<file path="config.mk">
export PLATFORM = sky130hd
export DESIGN_NAME = itd_io_timer
export DESIGN_NICKNAME = d
export VERILOG_FILES = /design/src/logic/itd_pkg.sv /design/src/logic/itd_interval_timer.sv /design/src/logic/itd_io_timer.sv /design/src/logic/itd_ram.sv
export SDC_FILE = /design/constraint.sdc
export NUM_CORES = 1
export LEC_CHECK = 0
export BUFFER_PORTS_ARGS = -buffer_cell sky130_fd_sc_hd__clkbuf_2
export CORE_MARGIN = 2
export CORE_UTILIZATION = 43
export CTS_BUF_LIST = sky130_fd_sc_hd__clkbuf_16
export DETAILED_ROUTE_END_ITERATION = 7
export HOLD_SLACK_MARGIN = 0.08
export PLACE_DENSITY = 0.67
export SYNTH_ARGS = -nofsm -noshare
export SYNTH_HDL_FRONTEND = slang
export SYNTH_SLANG_ARGS = --single-unit
</file>
<file path="constraint.sdc">
create_clock -name clk_in -period 3.4 [get_ports clk_in]
set_input_delay 0.68 -clock clk_in [delete_from_list [all_inputs] [get_ports clk_in]]
set_output_delay 0.68 -clock clk_in [all_outputs]
set_load 0.1 [all_outputs]
</file>
<file path="src/logic/itd_pkg.sv">
// Constants shared by the I/O, timer and address decode block.
// Assumes an 8-bit data bus and seven address lines from the processor.
package itd_pkg;

  // Bus widths
  localparam int DATA_W = 8;
  localparam int ADDR_W = 7;
  localparam int RAM_DEPTH = 128;

  // Address bit positions used by the decode
  localparam int A0_POS = 0;
  localparam int A1_POS = 1;
  localparam int A2_POS = 2;
  localparam int A3_POS = 3;
  localparam int A4_POS = 4;

  // I/O register selection by A1:A0
  localparam logic [1:0] IO_PORT_A_OUT = 2'h0;
  localparam logic [1:0] IO_PORT_A_DIR = 2'h1;
  localparam logic [1:0] IO_PORT_B_OUT = 2'h2;
  localparam logic [1:0] IO_PORT_B_DIR = 2'h3;

  // Prescale selection by A1:A0 on a timer write
  localparam logic [1:0] PRESCALE_1 = 2'h0;
  localparam logic [1:0] PRESCALE_8 = 2'h1;
  localparam logic [1:0] PRESCALE_64 = 2'h2;
  localparam logic [1:0] PRESCALE_1024 = 2'h3;

  // Terminal values of the prescale counter, one less than each divisor
  localparam logic [9:0] PRESCALE_1_LAST = 10'h000;
  localparam logic [9:0] PRESCALE_8_LAST = 10'h007;
  localparam logic [9:0] PRESCALE_64_LAST = 10'h03f;
  localparam logic [9:0] PRESCALE_1024_LAST = 10'h3ff;

  // Interrupt flag register layout
  localparam int FLAG_TIMER_POS = 7;
  localparam int FLAG_EDGE_POS = 6;

  // Reset values
  localparam logic [7:0] PORT_RESET = 8'h00;
  localparam logic [7:0] COUNT_RESET = 8'hff;
  localparam logic [1:0] PRESCALE_RESET = PRESCALE_1024;
  localparam logic EDGE_RISING_RESET = 1'b0;

endpackage

</file>
<file path="src/logic/itd_interval_timer.sv">
// Prescaled 8-bit down-counter with free run after timeout.
// Assumes load comes from the timer write decode of the parent and free-run control from its timer flag.
`timescale 1ns/1ps

module itd_interval_timer (
  // Clock and reset
  input wire logic clk_in,
  input wire logic rst_b_in,
  // Control
  input wire logic load_in,
  input wire logic [7:0] load_value_in,
  input wire logic [1:0] prescale_in,
  input wire logic free_run_in,
  // Status
  output logic [7:0] count_out,
  output logic expire_out
);

  logic [1:0] prescale;
  logic [9:0] psc_cnt;
  logic [1:0] next_prescale;
  logic [9:0] next_psc_cnt;
  logic [7:0] next_count;
  logic next_expire;
  logic tick;

  function automatic logic [9:0] last_of(input logic [1:0] sel);
    unique case (sel)
      itd_pkg::PRESCALE_1: last_of = itd_pkg::PRESCALE_1_LAST;
      itd_pkg::PRESCALE_8: last_of = itd_pkg::PRESCALE_8_LAST;
      itd_pkg::PRESCALE_64: last_of = itd_pkg::PRESCALE_64_LAST;
      itd_pkg::PRESCALE_1024: last_of = itd_pkg::PRESCALE_1024_LAST;
    endcase
  endfunction

  always_comb begin
    // After timeout every clock is a tick, see [RULE5]
    tick = free_run_in || (psc_cnt == last_of(prescale)); // see [RULE1]
    next_prescale = prescale;
    next_psc_cnt = tick ? 10'h000 : psc_cnt + 10'h001;
    next_count = tick ? count_out - 8'h01 : count_out; // see [RULE2]
    // Passing through zero reads as all ones, see [RULE4]
    next_expire = !load_in && !free_run_in && tick && (count_out == 8'h00);
    if (load_in) begin
      next_prescale = prescale_in; // see [RULE1]
      // First interval ends on the next clock, so a read gives whole intervals left
      next_psc_cnt = last_of(prescale_in); // see [RULE3]
      next_count = load_value_in; // see [RULE2]
    end
  end

  always_ff @(posedge clk_in) begin
    if (!rst_b_in) begin
      prescale <= itd_pkg::PRESCALE_RESET;
      psc_cnt <= 10'h000;
      count_out <= itd_pkg::COUNT_RESET;
      expire_out <= 1'b0;
    end else begin
      prescale <= next_prescale;
      psc_cnt <= next_psc_cnt;
      count_out <= next_count;
      expire_out <= next_expire;
    end
  end

endmodule

</file>
<file path="src/logic/itd_io_timer.sv">
// RAM, I/O ports, interval timer and interrupt flags behind one address decode.
// Assumes bus inputs are synchronous to clk_in; each selected access lasts one cycle.
`timescale 1ns/1ps

// How it works
// [RULE1] Timer write A1:A0 picks 1/8/64/1024 prescale
// [RULE2] Written byte loads count, decremented per interval
// [RULE3] Timer read before flag gives remaining intervals
// [RULE4] One interval past zero: flag set, all ones
// [RULE5] After flag, count decrements every clock
// [RULE6] Timer access latches A3 as timer enable
// [RULE7] Any timer access clears timer flag
// [RULE8] Read coinciding with flag set keeps flag
// [RULE9] Flag read: timer bit7, edge bit6, rest zero
// [RULE10] Flag read clears edge flag only
// [RULE11] Chip selects and RAM select pick section
// [RULE12] A2 high timer, low I/O registers
// [RULE13] A1:A0 pick one of four I/O registers
// [RULE14] A4 splits timer write from edge control
// [RULE15] A0 splits timer read from flag read
// [RULE16] Selected edge on bit 7 always sets flag
// [RULE17] Enabled edge flag pulls interrupt low
// [RULE18] Reset disables edge interrupt, selects falling
// [RULE19] Host reads flags after reset before enabling
// [RULE20] Host holds A3 low reading after timeout
// [RULE21] Reset clears ports, bus off, interrupts off
// [RULE22] Interrupt output active low, open drain
// [RULE23] Direction one drives pin from output register
// [RULE24] Port A reads pins, port B register
// [RULE25] Interrupt from enabled timer or edge flag
// [RULE26] Data bus driven only for selected reads
module itd_io_timer #(
  parameter int RAM_DEPTH = itd_pkg::RAM_DEPTH
) (
  // Clock and reset
  input wire logic clk_in,
  input wire logic rst_b_in,
  // Processor bus selects
  input wire logic chip_select_high_in,
  input wire logic chip_select_low_in,
  input wire logic ram_select_n_in,
  input wire logic rw_in,
  input wire logic [itd_pkg::ADDR_W-1:0] addr_in,
  // Processor data bus
  input wire logic [itd_pkg::DATA_W-1:0] data_in,
  output logic [itd_pkg::DATA_W-1:0] data_out,
  output logic data_oe_out,
  // Port A
  input wire logic [7:0] port_a_pin_in,
  output logic [7:0] port_a_out,
  output logic [7:0] port_a_oe_out,
  // Port B
  input wire logic [7:0] port_b_pin_in,
  output logic [7:0] port_b_out,
  output logic [7:0] port_b_oe_out,
  // Interrupt request, open drain
  output logic irq_n_out,
  output logic irq_oe_out
);

  initial begin
    if (RAM_DEPTH < 1 || RAM_DEPTH > (1 << itd_pkg::ADDR_W)) begin
      $error("itd_io_timer: RAM depth does not fit seven address lines");
    end
    if (itd_pkg::A4_POS >= itd_pkg::ADDR_W) begin
      $error("itd_io_timer: decode needs address bit A4");
    end
  end

  // Decode of the I/O register picked by A1:A0
  function automatic logic [1:0] io_pick(input logic [itd_pkg::ADDR_W-1:0] a);
    io_pick = {a[itd_pkg::A1_POS], a[itd_pkg::A0_POS]};
  endfunction

  // Section decode
  logic chip_sel;
  logic ram_sel;
  logic io_sec;
  logic timer_sec;
  logic reg_sec;
  logic ram_wr;
  logic ram_rd;
  logic reg_wr;
  logic reg_rd;
  logic timer_wr;
  logic edge_wr;
  logic timer_rd;
  logic flag_rd;
  logic timer_access;

  always_comb begin
    chip_sel = chip_select_high_in && !chip_select_low_in; // see [RULE11]
    ram_sel = chip_sel && !ram_select_n_in; // see [RULE11]
    io_sec = chip_sel && ram_select_n_in; // see [RULE11]
    timer_sec = io_sec && addr_in[itd_pkg::A2_POS]; // see [RULE12]
    reg_sec = io_sec && !addr_in[itd_pkg::A2_POS]; // see [RULE12]
    ram_wr = ram_sel && !rw_in;
    ram_rd = ram_sel && rw_in;
    reg_wr = reg_sec && !rw_in;
    reg_rd = reg_sec && rw_in;
    timer_wr = timer_sec && !rw_in && addr_in[itd_pkg::A4_POS]; // see [RULE14]
    edge_wr = timer_sec && !rw_in && !addr_in[itd_pkg::A4_POS]; // see [RULE14]
    timer_rd = timer_sec && rw_in && !addr_in[itd_pkg::A0_POS]; // see [RULE15]
    flag_rd = timer_sec && rw_in && addr_in[itd_pkg::A0_POS]; // see [RULE15]
    timer_access = timer_wr || timer_rd;
  end

  // Port registers
  logic [7:0] port_a_output;
  logic [7:0] port_a_direction;
  logic [7:0] port_b_output;
  logic [7:0] port_b_direction;
  logic [7:0] next_port_a_output;
  logic [7:0] next_port_a_direction;
  logic [7:0] next_port_b_output;
  logic [7:0] next_port_b_direction;

  always_comb begin
    next_port_a_output = port_a_output;
    next_port_a_direction = port_a_direction;
    next_port_b_output = port_b_output;
    next_port_b_direction = port_b_direction;
    if (reg_wr) begin
      unique case (io_pick(addr_in)) // see [RULE13]
        itd_pkg::IO_PORT_A_OUT: next_port_a_output = data_in;
        itd_pkg::IO_PORT_A_DIR: next_port_a_direction = data_in;
        itd_pkg::IO_PORT_B_OUT: next_port_b_output = data_in;
        itd_pkg::IO_PORT_B_DIR: next_port_b_direction = data_in;
      endcase
    end
  end

  always_ff @(posedge clk_in) begin
    if (!rst_b_in) begin
      port_a_output <= itd_pkg::PORT_RESET; // see [RULE21]
      port_a_direction <= itd_pkg::PORT_RESET;
      port_b_output <= itd_pkg::PORT_RESET;
      port_b_direction <= itd_pkg::PORT_RESET;
    end else begin
      port_a_output <= next_port_a_output;
      port_a_direction <= next_port_a_direction;
      port_b_output <= next_port_b_output;
      port_b_direction <= next_port_b_direction;
    end
  end

  // Pins follow the registers directly, see [RULE23]
  assign port_a_out = port_a_output;
  assign port_a_oe_out = port_a_direction;
  assign port_b_out = port_b_output;
  assign port_b_oe_out = port_b_direction;

  // Edge detect on port A bit 7
  logic port_a_bit7_edge_pin;
  logic edge_seen;
  logic edge_irq_en;
  logic edge_rising;
  logic next_edge_irq_en;
  logic next_edge_rising;
  logic edge_prev;
  logic next_edge_prev;

  assign port_a_bit7_edge_pin = port_a_pin_in[7];

  always_comb begin
    next_edge_irq_en = edge_irq_en;
    next_edge_rising = edge_rising;
    next_edge_prev = port_a_bit7_edge_pin;
    if (edge_wr) begin
      // Data lines are ignored here, see [RULE14]
      next_edge_irq_en = addr_in[itd_pkg::A1_POS];
      next_edge_rising = addr_in[itd_pkg::A0_POS];
    end
  end

  always_ff @(posedge clk_in) begin
    if (!rst_b_in) begin
      edge_irq_en <= 1'b0; // see [RULE18]
      edge_rising <= itd_pkg::EDGE_RISING_RESET; // see [RULE18]
      edge_prev <= 1'b1;
    end else begin
      edge_irq_en <= next_edge_irq_en;
      edge_rising <= next_edge_rising;
      edge_prev <= next_edge_prev;
    end
  end

  // Pin level is sampled whatever its direction, see [RULE16]
  always_comb begin
    edge_seen = edge_rising ? (port_a_bit7_edge_pin && !edge_prev)
                            : (!port_a_bit7_edge_pin && edge_prev);
  end

  // Interval timer
  logic [7:0] timer_count;
  logic timer_expire;
  logic timer_flag;
  logic timer_irq_en;
  logic next_timer_flag;
  logic next_timer_irq_en;

  itd_interval_timer u_timer (
    .clk_in(clk_in),
    .rst_b_in(rst_b_in),
    .load_in(timer_wr),
    .load_value_in(data_in),
    .prescale_in(io_pick(addr_in)),
    .free_run_in(timer_flag),
    .count_out(timer_count),
    .expire_out(timer_expire)
  );

  always_comb begin
    next_timer_irq_en = timer_irq_en;
    if (timer_access) begin
      next_timer_irq_en = addr_in[itd_pkg::A3_POS]; // see [RULE6]
    end
    next_timer_flag = timer_flag;
    if (timer_access) begin
      next_timer_flag = 1'b0; // see [RULE7]
    end
    // Expiry wins over a coinciding read, see [RULE8]
    if (timer_expire && !timer_wr) begin
      next_timer_flag = 1'b1; // see [RULE4]
    end
  end

  // Edge flag: set wins over the clear by a flag read
  logic edge_flag;
  logic next_edge_flag;

  always_comb begin
    next_edge_flag = edge_flag;
    if (flag_rd) begin
      next_edge_flag = 1'b0; // see [RULE10]
    end
    if (edge_seen) begin
      next_edge_flag = 1'b1; // see [RULE16]
    end
  end

  always_ff @(posedge clk_in) begin
    if (!rst_b_in) begin
      timer_flag <= 1'b0;
      timer_irq_en <= 1'b0; // see [RULE21]
      edge_flag <= 1'b0;
    end else begin
      timer_flag <= next_timer_flag;
      timer_irq_en <= next_timer_irq_en;
      edge_flag <= next_edge_flag;
    end
  end

  // RAM array
  logic [7:0] ram_rdata;

  itd_ram #(
    .DEPTH(RAM_DEPTH),
    .WIDTH(itd_pkg::DATA_W),
    .AW(itd_pkg::ADDR_W)
  ) u_ram (
    .clk_in(clk_in),
    .rst_b_in(rst_b_in),
    .wr_en_in(ram_wr),
    .addr_in(addr_in),
    .wdata_in(data_in),
    .rdata_out(ram_rdata)
  );

  // Read path: value chosen at the access edge, driven on the next edge
  logic [7:0] reg_rdata;
  logic [7:0] rd_hold;
  logic rd_from_ram;
  logic rd_pend;
  logic [7:0] next_rd_hold;
  logic next_rd_from_ram;
  logic next_rd_pend;
  logic [7:0] next_data_out;
  logic next_data_oe;

  always_comb begin
    reg_rdata = 8'h00;
    if (reg_rd) begin
      unique case (io_pick(addr_in)) // see [RULE13]
        itd_pkg::IO_PORT_A_OUT: reg_rdata = port_a_pin_in; // see [RULE24]
        itd_pkg::IO_PORT_A_DIR: reg_rdata = port_a_direction;
        itd_pkg::IO_PORT_B_OUT: reg_rdata = port_b_output; // see [RULE24]
        itd_pkg::IO_PORT_B_DIR: reg_rdata = port_b_direction;
      endcase
    end else if (timer_rd) begin
      reg_rdata = timer_count; // see [RULE3]
    end else if (flag_rd) begin
      reg_rdata[itd_pkg::FLAG_TIMER_POS] = timer_flag; // see [RULE9]
      reg_rdata[itd_pkg::FLAG_EDGE_POS] = edge_flag;
    end
  end

  always_comb begin
    next_rd_hold = reg_rdata;
    next_rd_from_ram = ram_rd;
    next_rd_pend = ram_rd || reg_rd || timer_rd || flag_rd; // see [RULE26]
    next_data_out = rd_from_ram ? ram_rdata : rd_hold;
    next_data_oe = rd_pend;
  end

  always_ff @(posedge clk_in) begin
    if (!rst_b_in) begin
      rd_hold <= 8'h00;
      rd_from_ram <= 1'b0;
      rd_pend <= 1'b0;
      data_out <= 8'h00;
      data_oe_out <= 1'b0; // see [RULE21]
    end else begin
      rd_hold <= next_rd_hold;
      rd_from_ram <= next_rd_from_ram;
      rd_pend <= next_rd_pend;
      data_out <= next_data_out;
      data_oe_out <= next_data_oe; // see [RULE26]
    end
  end

  // Interrupt output
  logic irq_active;
  logic next_irq_n;
  logic next_irq_oe;

  always_comb begin
    irq_active = (timer_flag && timer_irq_en) // see [RULE25]
              || (edge_flag && edge_irq_en); // see [RULE17]
    next_irq_n = !irq_active; // see [RULE22]
    next_irq_oe = irq_active;
  end

  always_ff @(posedge clk_in) begin
    if (!rst_b_in) begin
      irq_n_out <= 1'b1;
      irq_oe_out <= 1'b0;
    end else begin
      irq_n_out <= next_irq_n;
      irq_oe_out <= next_irq_oe;
    end
  end

endmodule

</file>
<file path="src/logic/itd_ram.sv">
// Static RAM array behind the RAM select.
// Assumes write enable and address come from the decode in the same cycle.
`timescale 1ns/1ps

module itd_ram #(
  parameter int DEPTH = 128,
  parameter int WIDTH = 8,
  parameter int AW = 7
) (
  // Clock and reset
  input wire logic clk_in,
  input wire logic rst_b_in,
  // Access
  input wire logic wr_en_in,
  input wire logic [AW-1:0] addr_in,
  input wire logic [WIDTH-1:0] wdata_in,
  output logic [WIDTH-1:0] rdata_out
);

  initial begin
    if (DEPTH > (1 << AW) || DEPTH < 1) begin
      $error("itd_ram: depth does not fit the address width");
    end
  end

  logic [WIDTH-1:0] mem [DEPTH];

  always_ff @(posedge clk_in) begin
    if (wr_en_in) begin
      mem[addr_in] <= wdata_in;
    end
  end

  always_ff @(posedge clk_in) begin
    if (!rst_b_in) begin
      rdata_out <= '0;
    end else begin
      rdata_out <= mem[addr_in];
    end
  end

endmodule
</file>
**Word level (Yosys, flattened, before mapping)**

Memory sizes are Yosys's and may differ from the RTL's. A register that Yosys moved wholly into a read port is not among the register bits.
Cells that the tools add are included.

- Register bits after elaboration: 80
- RAM bits: 1024
- Output and inout port bits: 43
- Word-level logic and storage cells: 101
- Memories: 1

- Add/sub/neg operators: 2
- Eq/ne operators: 7
- Mux-type cells: 19
- Reduce and logical (&&, ||, !) cells: 51

Memories:

| name | depth | bits a word | read ports | clocked after memory_dff | wr ports | RTL line | source |
|---|---|---|---|---|---|---|---|
| u_ram.mem | 128 | 8 | 1 | 1 | 1 | itd_ram.sv:26 | `logic [WIDTH-1:0] mem [DEPTH];` |

Operators by type and width:

| kind | number |
|---|---|
| one-hot mux 10 bit (4 select lines) | 2 |
| two-way mux 8 bit | 4 |
| one-hot mux 8 bit (4 select lines) | 1 |
| logical AND 1 bit | 23 |
| two-way mux 10 bit | 2 |
| zero test 1 bit | 12 |
| adder 10 x 1 -> 10 bit (second input constant) | 1 |
| equality test 10 bit | 1 |
| equality test 2 bit (second input constant) | 4 |
| zero test 8 bit | 1 |
| AND reduction 2 bit | 4 |
| subtractor 8 x 1 -> 8 bit (second input constant) | 1 |
| two-way mux 1 bit | 7 |
| logical OR 1 bit | 6 |
| two-way mux 6 bit | 1 |
| nonzero test 2 bit | 3 |
| equality test 2 x 1 -> 1 bit (second input constant) | 2 |
| zero test 2 bit | 2 |
| two-way mux 2 bit | 2 |

**Depth between registers and ports, before layout**

Gate-level depths: netlist (run 1).

- Depth after elaboration: 10
- Mapped depth: 11
- Gate-level depth less buffers: 7

**Hierarchy**

Synthesis (run 1) repeated with hierarchy kept, for this count alone.

- Cells, all modules: 2767
- Area, all modules: 44017.2 um2

By module, submodules not included:

| module | instances | cells an instance | area an instance (um2) | sequential area each (um2) |
|---|---|---|---|---|
| itd_ram | 1 | 2391 | 40243.6 | 30909.6 |
| itd_io_timer | 1 | 216 | 2422.3 | 1181.1 |
| itd_interval_timer | 1 | 160 | 1351.3 | 420.4 |

**Worst setup path before layout (run 1)**

Ideal clock, no wire load.

- Kind: input port to flip-flop
- Start point: input addr_in[0] in the netlist's numbering
- End point: memory u_ram.mem[104][0], enable pin
- Library setup time: 0.370 ns
- Arrival time: 2.435 ns
- Slack: 0.595 ns
- Cell stages on the path: 10
- Path buffers: 7
- Cell sequence: buf_6 > buf_12 > buf_8 > buf_6 > buf_8 > buf_6 > nor2_1 > nand2_1 > clkbuf_1 > nor2_1

RTL lines:

| what | RTL line | source |
|---|---|---|
| start: declaration | itd_io_timer.sv:43 | `input wire logic [itd_pkg::ADDR_W-1:0] addr_in,` |
| end: declaration | itd_ram.sv:26 |  |

Straight into the memory's write port.

==> results of run 1 <==
## layout by cell type, fill, tap and decap left out, types with 12 or more instances in the layout
cell and n:
a21oi_1 136, a22oi_1 20, a31oi_1 30, buf_12 32, buf_4 296, bufinv_16 16, clkbuf_16 111, clkbuf_2 60
clkinv_1 21, clkinv_2 29, dfxtp_1 88, edfxtp_1 1024, inv_1 22, mux2i_1 169, mux4_2 133, nand2_1 180
nand2b_1 39, nand3_1 22, nor2_1 212, nor3_1 12, o21ai_0 81, o221ai_1 96, o22ai_1 25
## cell usage after synthesis, drive strengths merged (3+ instances only)
cell,instances,area (µm²)
mux2,5,63.8
or3,8,50.1
or3b,3,26.3
o22ai,25,156
mux2i,169,1690
xnor2,4,35.0
o211ai,5,37.5
dfxtp,88,1760
clkbuf,88,332
nor2b,7,43.8
a31oi,30,188
o22a,3,26.3
a21oi,136,681
ha,3,37.5
o221ai,96,841
nand3,22,110
a222oi,5,50.1
nor4,4,25.0
edfxtp,1024,30700
a22oi,20,150
and4b,4,40.0
a2bb2oi,3,26.3
and2,5,31.3
nor2,213,802
a21o,3,22.5
o21ai,91,455
nor3,14,92.6
nand2,180,676
nor4bb,3,30.0
or2,5,31.3
buf,78,591
a41oi,11,96.3
xor2,5,43.8
mux4,136,3070
o41a,8,90.1
inv,11,41.3
or4,4,30.0
nor4b,4,47.6
nand3b,4,30.0
nand2b,39,244
## logic make-up (layout without fill, tap and decap cells)
group           after synthesis  after routing
flops                      1112           1112
simple gates                528            528
compound gates              449            449
mux                         310            310
buf+inv                     177            601
xor+xnor                      9              9
fa+ha+maj                     3              3
other cells                   0              1
## power groups by stage
stage / Combinational (mW) / Sequential, mW / Clock [mW]
3_3_place_gp: 1.49 / 15.3 / 0
4_1_cts: 1.53 / 15.0 / 12.3
3_5_place_dp: 1.52 / 15.3 / 0
2_1_floorplan: 0.744 / 15.3 / 0
6_report: 1.54 / 15.0 / 12.2
5_1_grt: 1.61 / 15.0 / 12.8
## worst max-delay path, delay by kind of cell
kind,cells,cell delay [ns]
AO/OA/AOI/OAI,5,1.10
buffers and inverters,4,0.97
AND/OR/NAND/NOR,1,0.61
## area by class of cell
cell class	instances	area (µm²)
fill	8106	49000
sequential	1112	32500
multi-input combinational	1299	10300
timing repair buffer	391	3200
clock buffer	111	2780
tap	1357	1700
clock inverter	88	861
inverter	11	41.3
antenna	1	2.50
## worst max path at each step
stage,cells past startpoint,startpoint,slack (ns),to
2_1_floorplan,10,addr_in[0],0.59,u_ram.mem[104][0]
3_3_place_gp,9,addr_in[0],0.09,u_ram.rdata_out[6]
3_5_place_dp,10,addr_in[0],-0.04,u_ram.rdata_out[7]
4_1_cts,10,addr_in[0],0.66,u_ram.rdata_out[7]
5_1_grt,10,addr_in[0],0.54,u_ram.rdata_out[7]
6_report,10,addr_in[0],0.54,u_ram.rdata_out[7]
## stage by stage
step                std cells  hold WS, ns  total power [mW]  TNS [ns]
floorplan                2588        0.412              16.0         0
global placement         4170        0.423              16.8         0
detailed placement       4170        0.430              16.8   -0.0449
CTS                      4369        0.190              28.8         0
global route             4369        0.198              29.4         0
finish                   4370        0.217              28.7         0
## per-layer routing
metal	vias up	GRT usage	routed length, µm
li1	10938	-	-
met1	13239	0.299	46000
met2	1479	0.346	54100
met3	279	0.0439	10700
met4	6	0.0927	5030
met5	-	0	34
==> impl_results.md, run 1 <==
* Status: finished, violations left
* Failing checks: design-rule violations
* Initial antenna violation count at 3
* Layout cells sized above 1 at 0.238
* CP Capture Type: flip-flop
* FMAX at 0.350 GHz
* Most used cell, CP: buf_4
* Vias at approximately 26,000
* Worst-margin pin slew at 0.956 ns
* R2r worst-path depth at 5
* DRC at 1
* Final worst setup slack at ~0.54 ns
* Sw power at just over 6 mW
* Final wirelength at about 120,000 µm
* PortBufs at slightly above 70
* Starting Density at 0.436
* Biggest regs: u_ram.mem: 1024 flops, u_timer.psc_cnt: 10 flops
* P_int at ~23 mW
* Switching part of the total at 0.212
* RSZ-0062 raised after global routing: no
* Ys flop type: edfxtp_1
* Post-layout min period at approximately 2.9 ns
* Reg power frac at 0.522
* Hold Crit Class: input pin to flip-flop
* Most flop-heavy register: u_ram.mem
* Slew HR at 0.363
* Post-synth EDFFs at 1,024
* Core area at 100,000 µm²
* Clock power share at 0.424
* Period Utilization, post-route at 0.841
* Largest family of logic cells by synthesized area: multiplexers
* Die Span X at between 300 and 400 µm
* Die height at 323 µm
* Post-Synth XOR/XNOR Area at 0.00180
* Max-Cap Viols at 0
* CP arrival at about 3.5 ns
* Hold Fails Final Rpt at 0
* GRT overflow at 0
* Row cnt at 116
* Io pins at 80
* Die footprint at about 100,000 µm²
* Register area share after synthesis at 0.743
* Finished Core Util at 0.512
* 1st-pass router iterations at 8
* Hold_buf cts at 0
* # resized after CTS at 0
* Warnings from Yosys at 0
* Total CTS buffers at 107
* Largest net degree at the start of global routing at 77
* Adder-cell area share of the yosys netlist at 0.000858
* Mapped cell area at about 44,000 µm²
* Nets at 2,962
* Max reg flops at between 1,000 and 1,500
* CP Data Required Time at 4.02 ns
* Startpoint type of the worst setup path: input pin
* TritonCTS clock tree: yes
* FF-to-FF setup slack at around 1.1 ns
* First-pass GRT wire length at between 150,000 and 200,000 µm
* Crit-path max cell delay at roughly 0.6 ns
* Leakage at 17.1 nW
* Placed Area at 47,800 µm²
* # setup viols final at 0
* Max rail drop VDD at between 0.0004 and 0.0005 V
* Setup Fix Bufs, Post-CTS at 0
* Hold path depth at 2
* Final Max Slew Viols at 0
* Mux share of post-synthesis cell area at 0.110
* Buffer depth of the longest clock path at 3
* Comb power frac at 0.054
* Vias/cell at approximately 5.9
* Fin area at slightly above 50,000 µm²
* Post-Syn Nets at 2,628
* Worst-path maximum fanout at 45
* Post-synthesis compound-gate area fraction at 0.0671
* Post-route ant nets at 0
* Dpl hpwl at approximately 73,000 µm
* Synth Area in Simple Gates at 0.0545
* CTS sink cnt at ~1,100
* Detailed-route wire length per cell at roughly 27 µm
* Slowest-stage cell, CP: nor2b_4
* P per Cell Area at 558 nW/µm²
* CTS Root Cell: clkbuf_16
* Number of global-route vias before repair at about 25,000
* Overall Global Routing Usage at 0.220
* WS Path Type: input pin to flip-flop
* Hold path start: ram_select_n_in
* CP Cell Sequence: buf_8 > buf_4 > nor2b_4 > buf_4 > a21oi_1 > o221ai_1 > o21ai_0 > a41oi_1 > buf_4 > o41a_1
* CTS clk-pin slew, worst paths at approximately 0.060 ns
* Max H-tree Level at 3
* Syn Inst Count at around 2,600
* #FFs+latches synth at 1,112
* Post-synth cell types at between 60 and 70
* Mean post-synth cell area at approximately 17 µm²
* Clk_skew at 0.0416 ns
* Area growth syn-to-layout at 17.5%
* Reg2reg end: u_ram.rdata_out[6]
* Final Wtd Congestion at roughly 0.89
* Pre-CTS setup slack at -0.0449 ns
* 1st-iter DRT viols at between 3,000 and 4,000
* Clk Latency, worst-skew pair at approximately 0.7 ns
* Hold Crit Endpoint: rd_from_ram
* FFs w/ async S/R, synth at 0
* Worst r2r src: u_ram.mem[95][6]
Power figures use the tool's default switching activity.
==> inputs of run 2 (changes only) <==
clock period = 2.79 ns   (was 3.4 ns; I/O delays follow)
==> impl_results.md, run 2 (synthesis gave the netlist of run 1 again) <==
* Status: complete, no violations
* Worst Path Buf+Inv at 5 (+1)
* Leakage at 17.5 nW (+2.6%)
* Pwr Total at 34.3 mW (+19%)
* Most flop-heavy register: u_ram.mem
* Crit path max-delay family: simple AND/OR/NAND/NOR gates
* CTS clk-pin slew, worst paths at 0.06 ns (about the same)
* TritonCTS clock tree: yes
* Die height at 323 µm (unchanged)
* Total CTS buffers at 109 (+1.9%)
* Hold Crit Class: input pin to flip-flop
* Slew HR at 0.384 (+0.0213)
* CP Data Required Time at 3.15 ns (-0.87 ns)
* CTS sink cnt at 1,112 (unchanged)
* Max H-tree Level at 3 (unchanged)
* Final-layout fill cell count at 8,005 (-1.2%)
* Vias/cell at 5.85 (-1.4%)
* Clock power share at 0.409 (-0.015)
* Core area at 100,000 µm² (unchanged)
* Die footprint at 104,000 µm² (unchanged)
* Hold_ws at 0.170 ns (-0.0467 ns)
* Worst-margin pin slew at 0.922 ns (-0.0339 ns)
* Post-route ant nets at 0 (unchanged)
* Vias at 26,113 (+0.66%)
* Setup Fix Bufs, Post-CTS at 0 (unchanged)
* Switching part of the total at 0.220 (+0.00804)
* 1st-pass router iterations at 5 (-3)
* Storage element area at 32,500 µm² (unchanged)
* Commonest non-fill, non-tap cell in the layout: edfxtp_1
* Hold path start: data_in[0]
* Biggest regs: u_ram.mem: 1024 flops, u_timer.psc_cnt: 10 flops
* WS Path Type: input pin to flip-flop
* P per Cell Area at 657 nW/µm² (+18%)
* # setup viols final at 0 (unchanged)
* Row cnt at 116 (unchanged)
* Max-Cap Viols at 0 (unchanged)
* Slowest-stage cell, CP: nor2b_4
* Number of global-route vias before repair at 25,984 (+2.7%)
* Final wirelength at 117,000 µm (+0.98%)
* Clk_skew at 0.0433 ns (+0.00175 ns)
* Area growth syn-to-layout at 19.2%
* Comb power frac at 0.058 (+0.004)
* Starting Density at 0.436 (unchanged)
* Sw power at 7.54 mW (+24%)
* Largest net degree at the start of global routing at 81 (+5.2%)
* CTS Root Cell: clkbuf_16
* DRC at 0 (-1)
* Post-layout min period at approximately 2.4 ns
* Multi-input gate area at 10,300 µm² (unchanged)
* Crit. Startpoint: addr_in[0]
* Commonest non-fill, non-tap cells in the layout: edfxtp_1, buf_4, nor2_1
* Period Utilization, post-route at 0.875
* Clk Latency, worst-skew pair at 0.70 ns (+0.02 ns)
* Nets at 3,051 (+3.0%)
* Die Span X at 323 µm (unchanged)
* Buffer depth of the longest clock path at 3 (unchanged)
* P_int at 26.7 mW (+18%)
* First-pass GRT wire length at 171,000 µm (+1.9%)
* Io pins at 80 (unchanged)
* Overall Global Routing Usage at 0.224 (+0.00378)
* 1st-iter DRT viols at 3,531 (+6.1%)
* Hold Fails Final Rpt at 0 (unchanged)
* Crit-path max cell delay at 0.72 ns (+0.11 ns)
* Layout cells sized above 1 at 0.254 (+0.0155)
* Max reg flops at 1,024 (unchanged)
* Final Max Slew Viols at 0 (unchanged)
* RSZ-0062 raised after global routing: no
* CP Capture Type: flip-flop
* Max rail drop VDD at 0.000608 V (+44%)
* CP arrival at 2.80 ns (-0.68 ns)
* Final Wtd Congestion at 0.904 (+0.97%)
* PortBufs at 71 (unchanged)
* Worst-path maximum fanout at 15 (-67%)
* Final setup TNS at 0 ns (unchanged)
* Initial antenna violation count at 3 (unchanged)
* Dpl hpwl at 76,700 µm (+5.0%)
* GRT overflow at 0 (unchanged)
* Worst r2r src: u_ram.mem[3][3]
* FMAX at between 0.4 and 0.5 GHz
* CP Cell Sequence: buf_8 > buf_12 > nor2b_4 > buf_12 > nand2_1 > buf_4 > nor2_1 > buf_4
* Reg power frac at 0.533 (+0.011)
* Antenna cell count at 0 (-1)
* Startpoint type of the worst setup path: input pin
* Detailed-route wire length per cell at 26.2 µm (-1.1%)
-- run 2: changes by cell type in the layout (fill, tap and decap cells not counted), moves of 2 or more --
cell	change
buf_4	+62
clkinv_8	+2
clkinv_2	-10
inv_1	+12
inv_2	-2
dlygate4sd3_1	+2
bufinv_16	-10
clkinv_1	+8
buf_12	+23
clkinvlp_2	+2
-- run 2: stage by stage --
step                utilization  std cells  cell area, µm²  worst slack, ns
CTS                       0.519       4461           52100            0.424
finish                    0.519       4461           52100            0.349
global placement          0.485       4255           48700           -0.280
floorplan                     -       2588           43700            0.107
detailed placement        0.485       4255           48700           -0.289
global route              0.519       4461           52100            0.316
-- run 2: area by class of cell --
type / instances / area share
inverters: 11 / 0.000792
flip-flops and latches: 1112 / 0.623
well taps: 1357 / 0.0326
clock inverters: 94 / 0.0132
clock buffers: 110 / 0.0528
repair buffers: 478 / 0.0795
multi-input cells: 1299 / 0.198
-- run 2: power by group through the flow --
stage                     Clock [mW]  Combinational (mW)  Sequential (mW)
after floorplan                    0               0.906             18.6
after global placement             0                1.93             18.6
after detailed placement           0                1.98             18.6
after CTS                       14.2                1.99             18.3
after global routing            14.8                2.10             18.3
final                           14.0                2.00             18.3
-- run 2: repair_timing --
item	4_1_cts	5_1_grt
hold buffers	2	0
hold endpoints to repair	2	0
resized for setup	0	0
-- run 2: routing by layer --
| metal | vias to the layer above | routed length (µm) | GRT usage | share of wire |
|---|---|---|---|---|
| met1 | 13395 | 46100 | 0.309 | 0.39 |
| met5 | - | 22 | 0 | 0.00019 |
| met3 | 233 | 11400 | 0.0470 | 0.097 |
| met2 | 1352 | 55500 | 0.355 | 0.47 |
| met4 | 4 | 3960 | 0.0744 | 0.034 |
| li1 | 11129 | - | - | - |
-- run 2: path summary, 6_finish.rpt --
kind,end,slack (ns),cells after the start
max,u_ram.mem[2][5],0.35,8
min reg2reg,data_oe_out,0.45,1
min,u_ram.mem[12][0],0.17,1
max reg2reg,u_ram.rdata_out[3],0.55,6
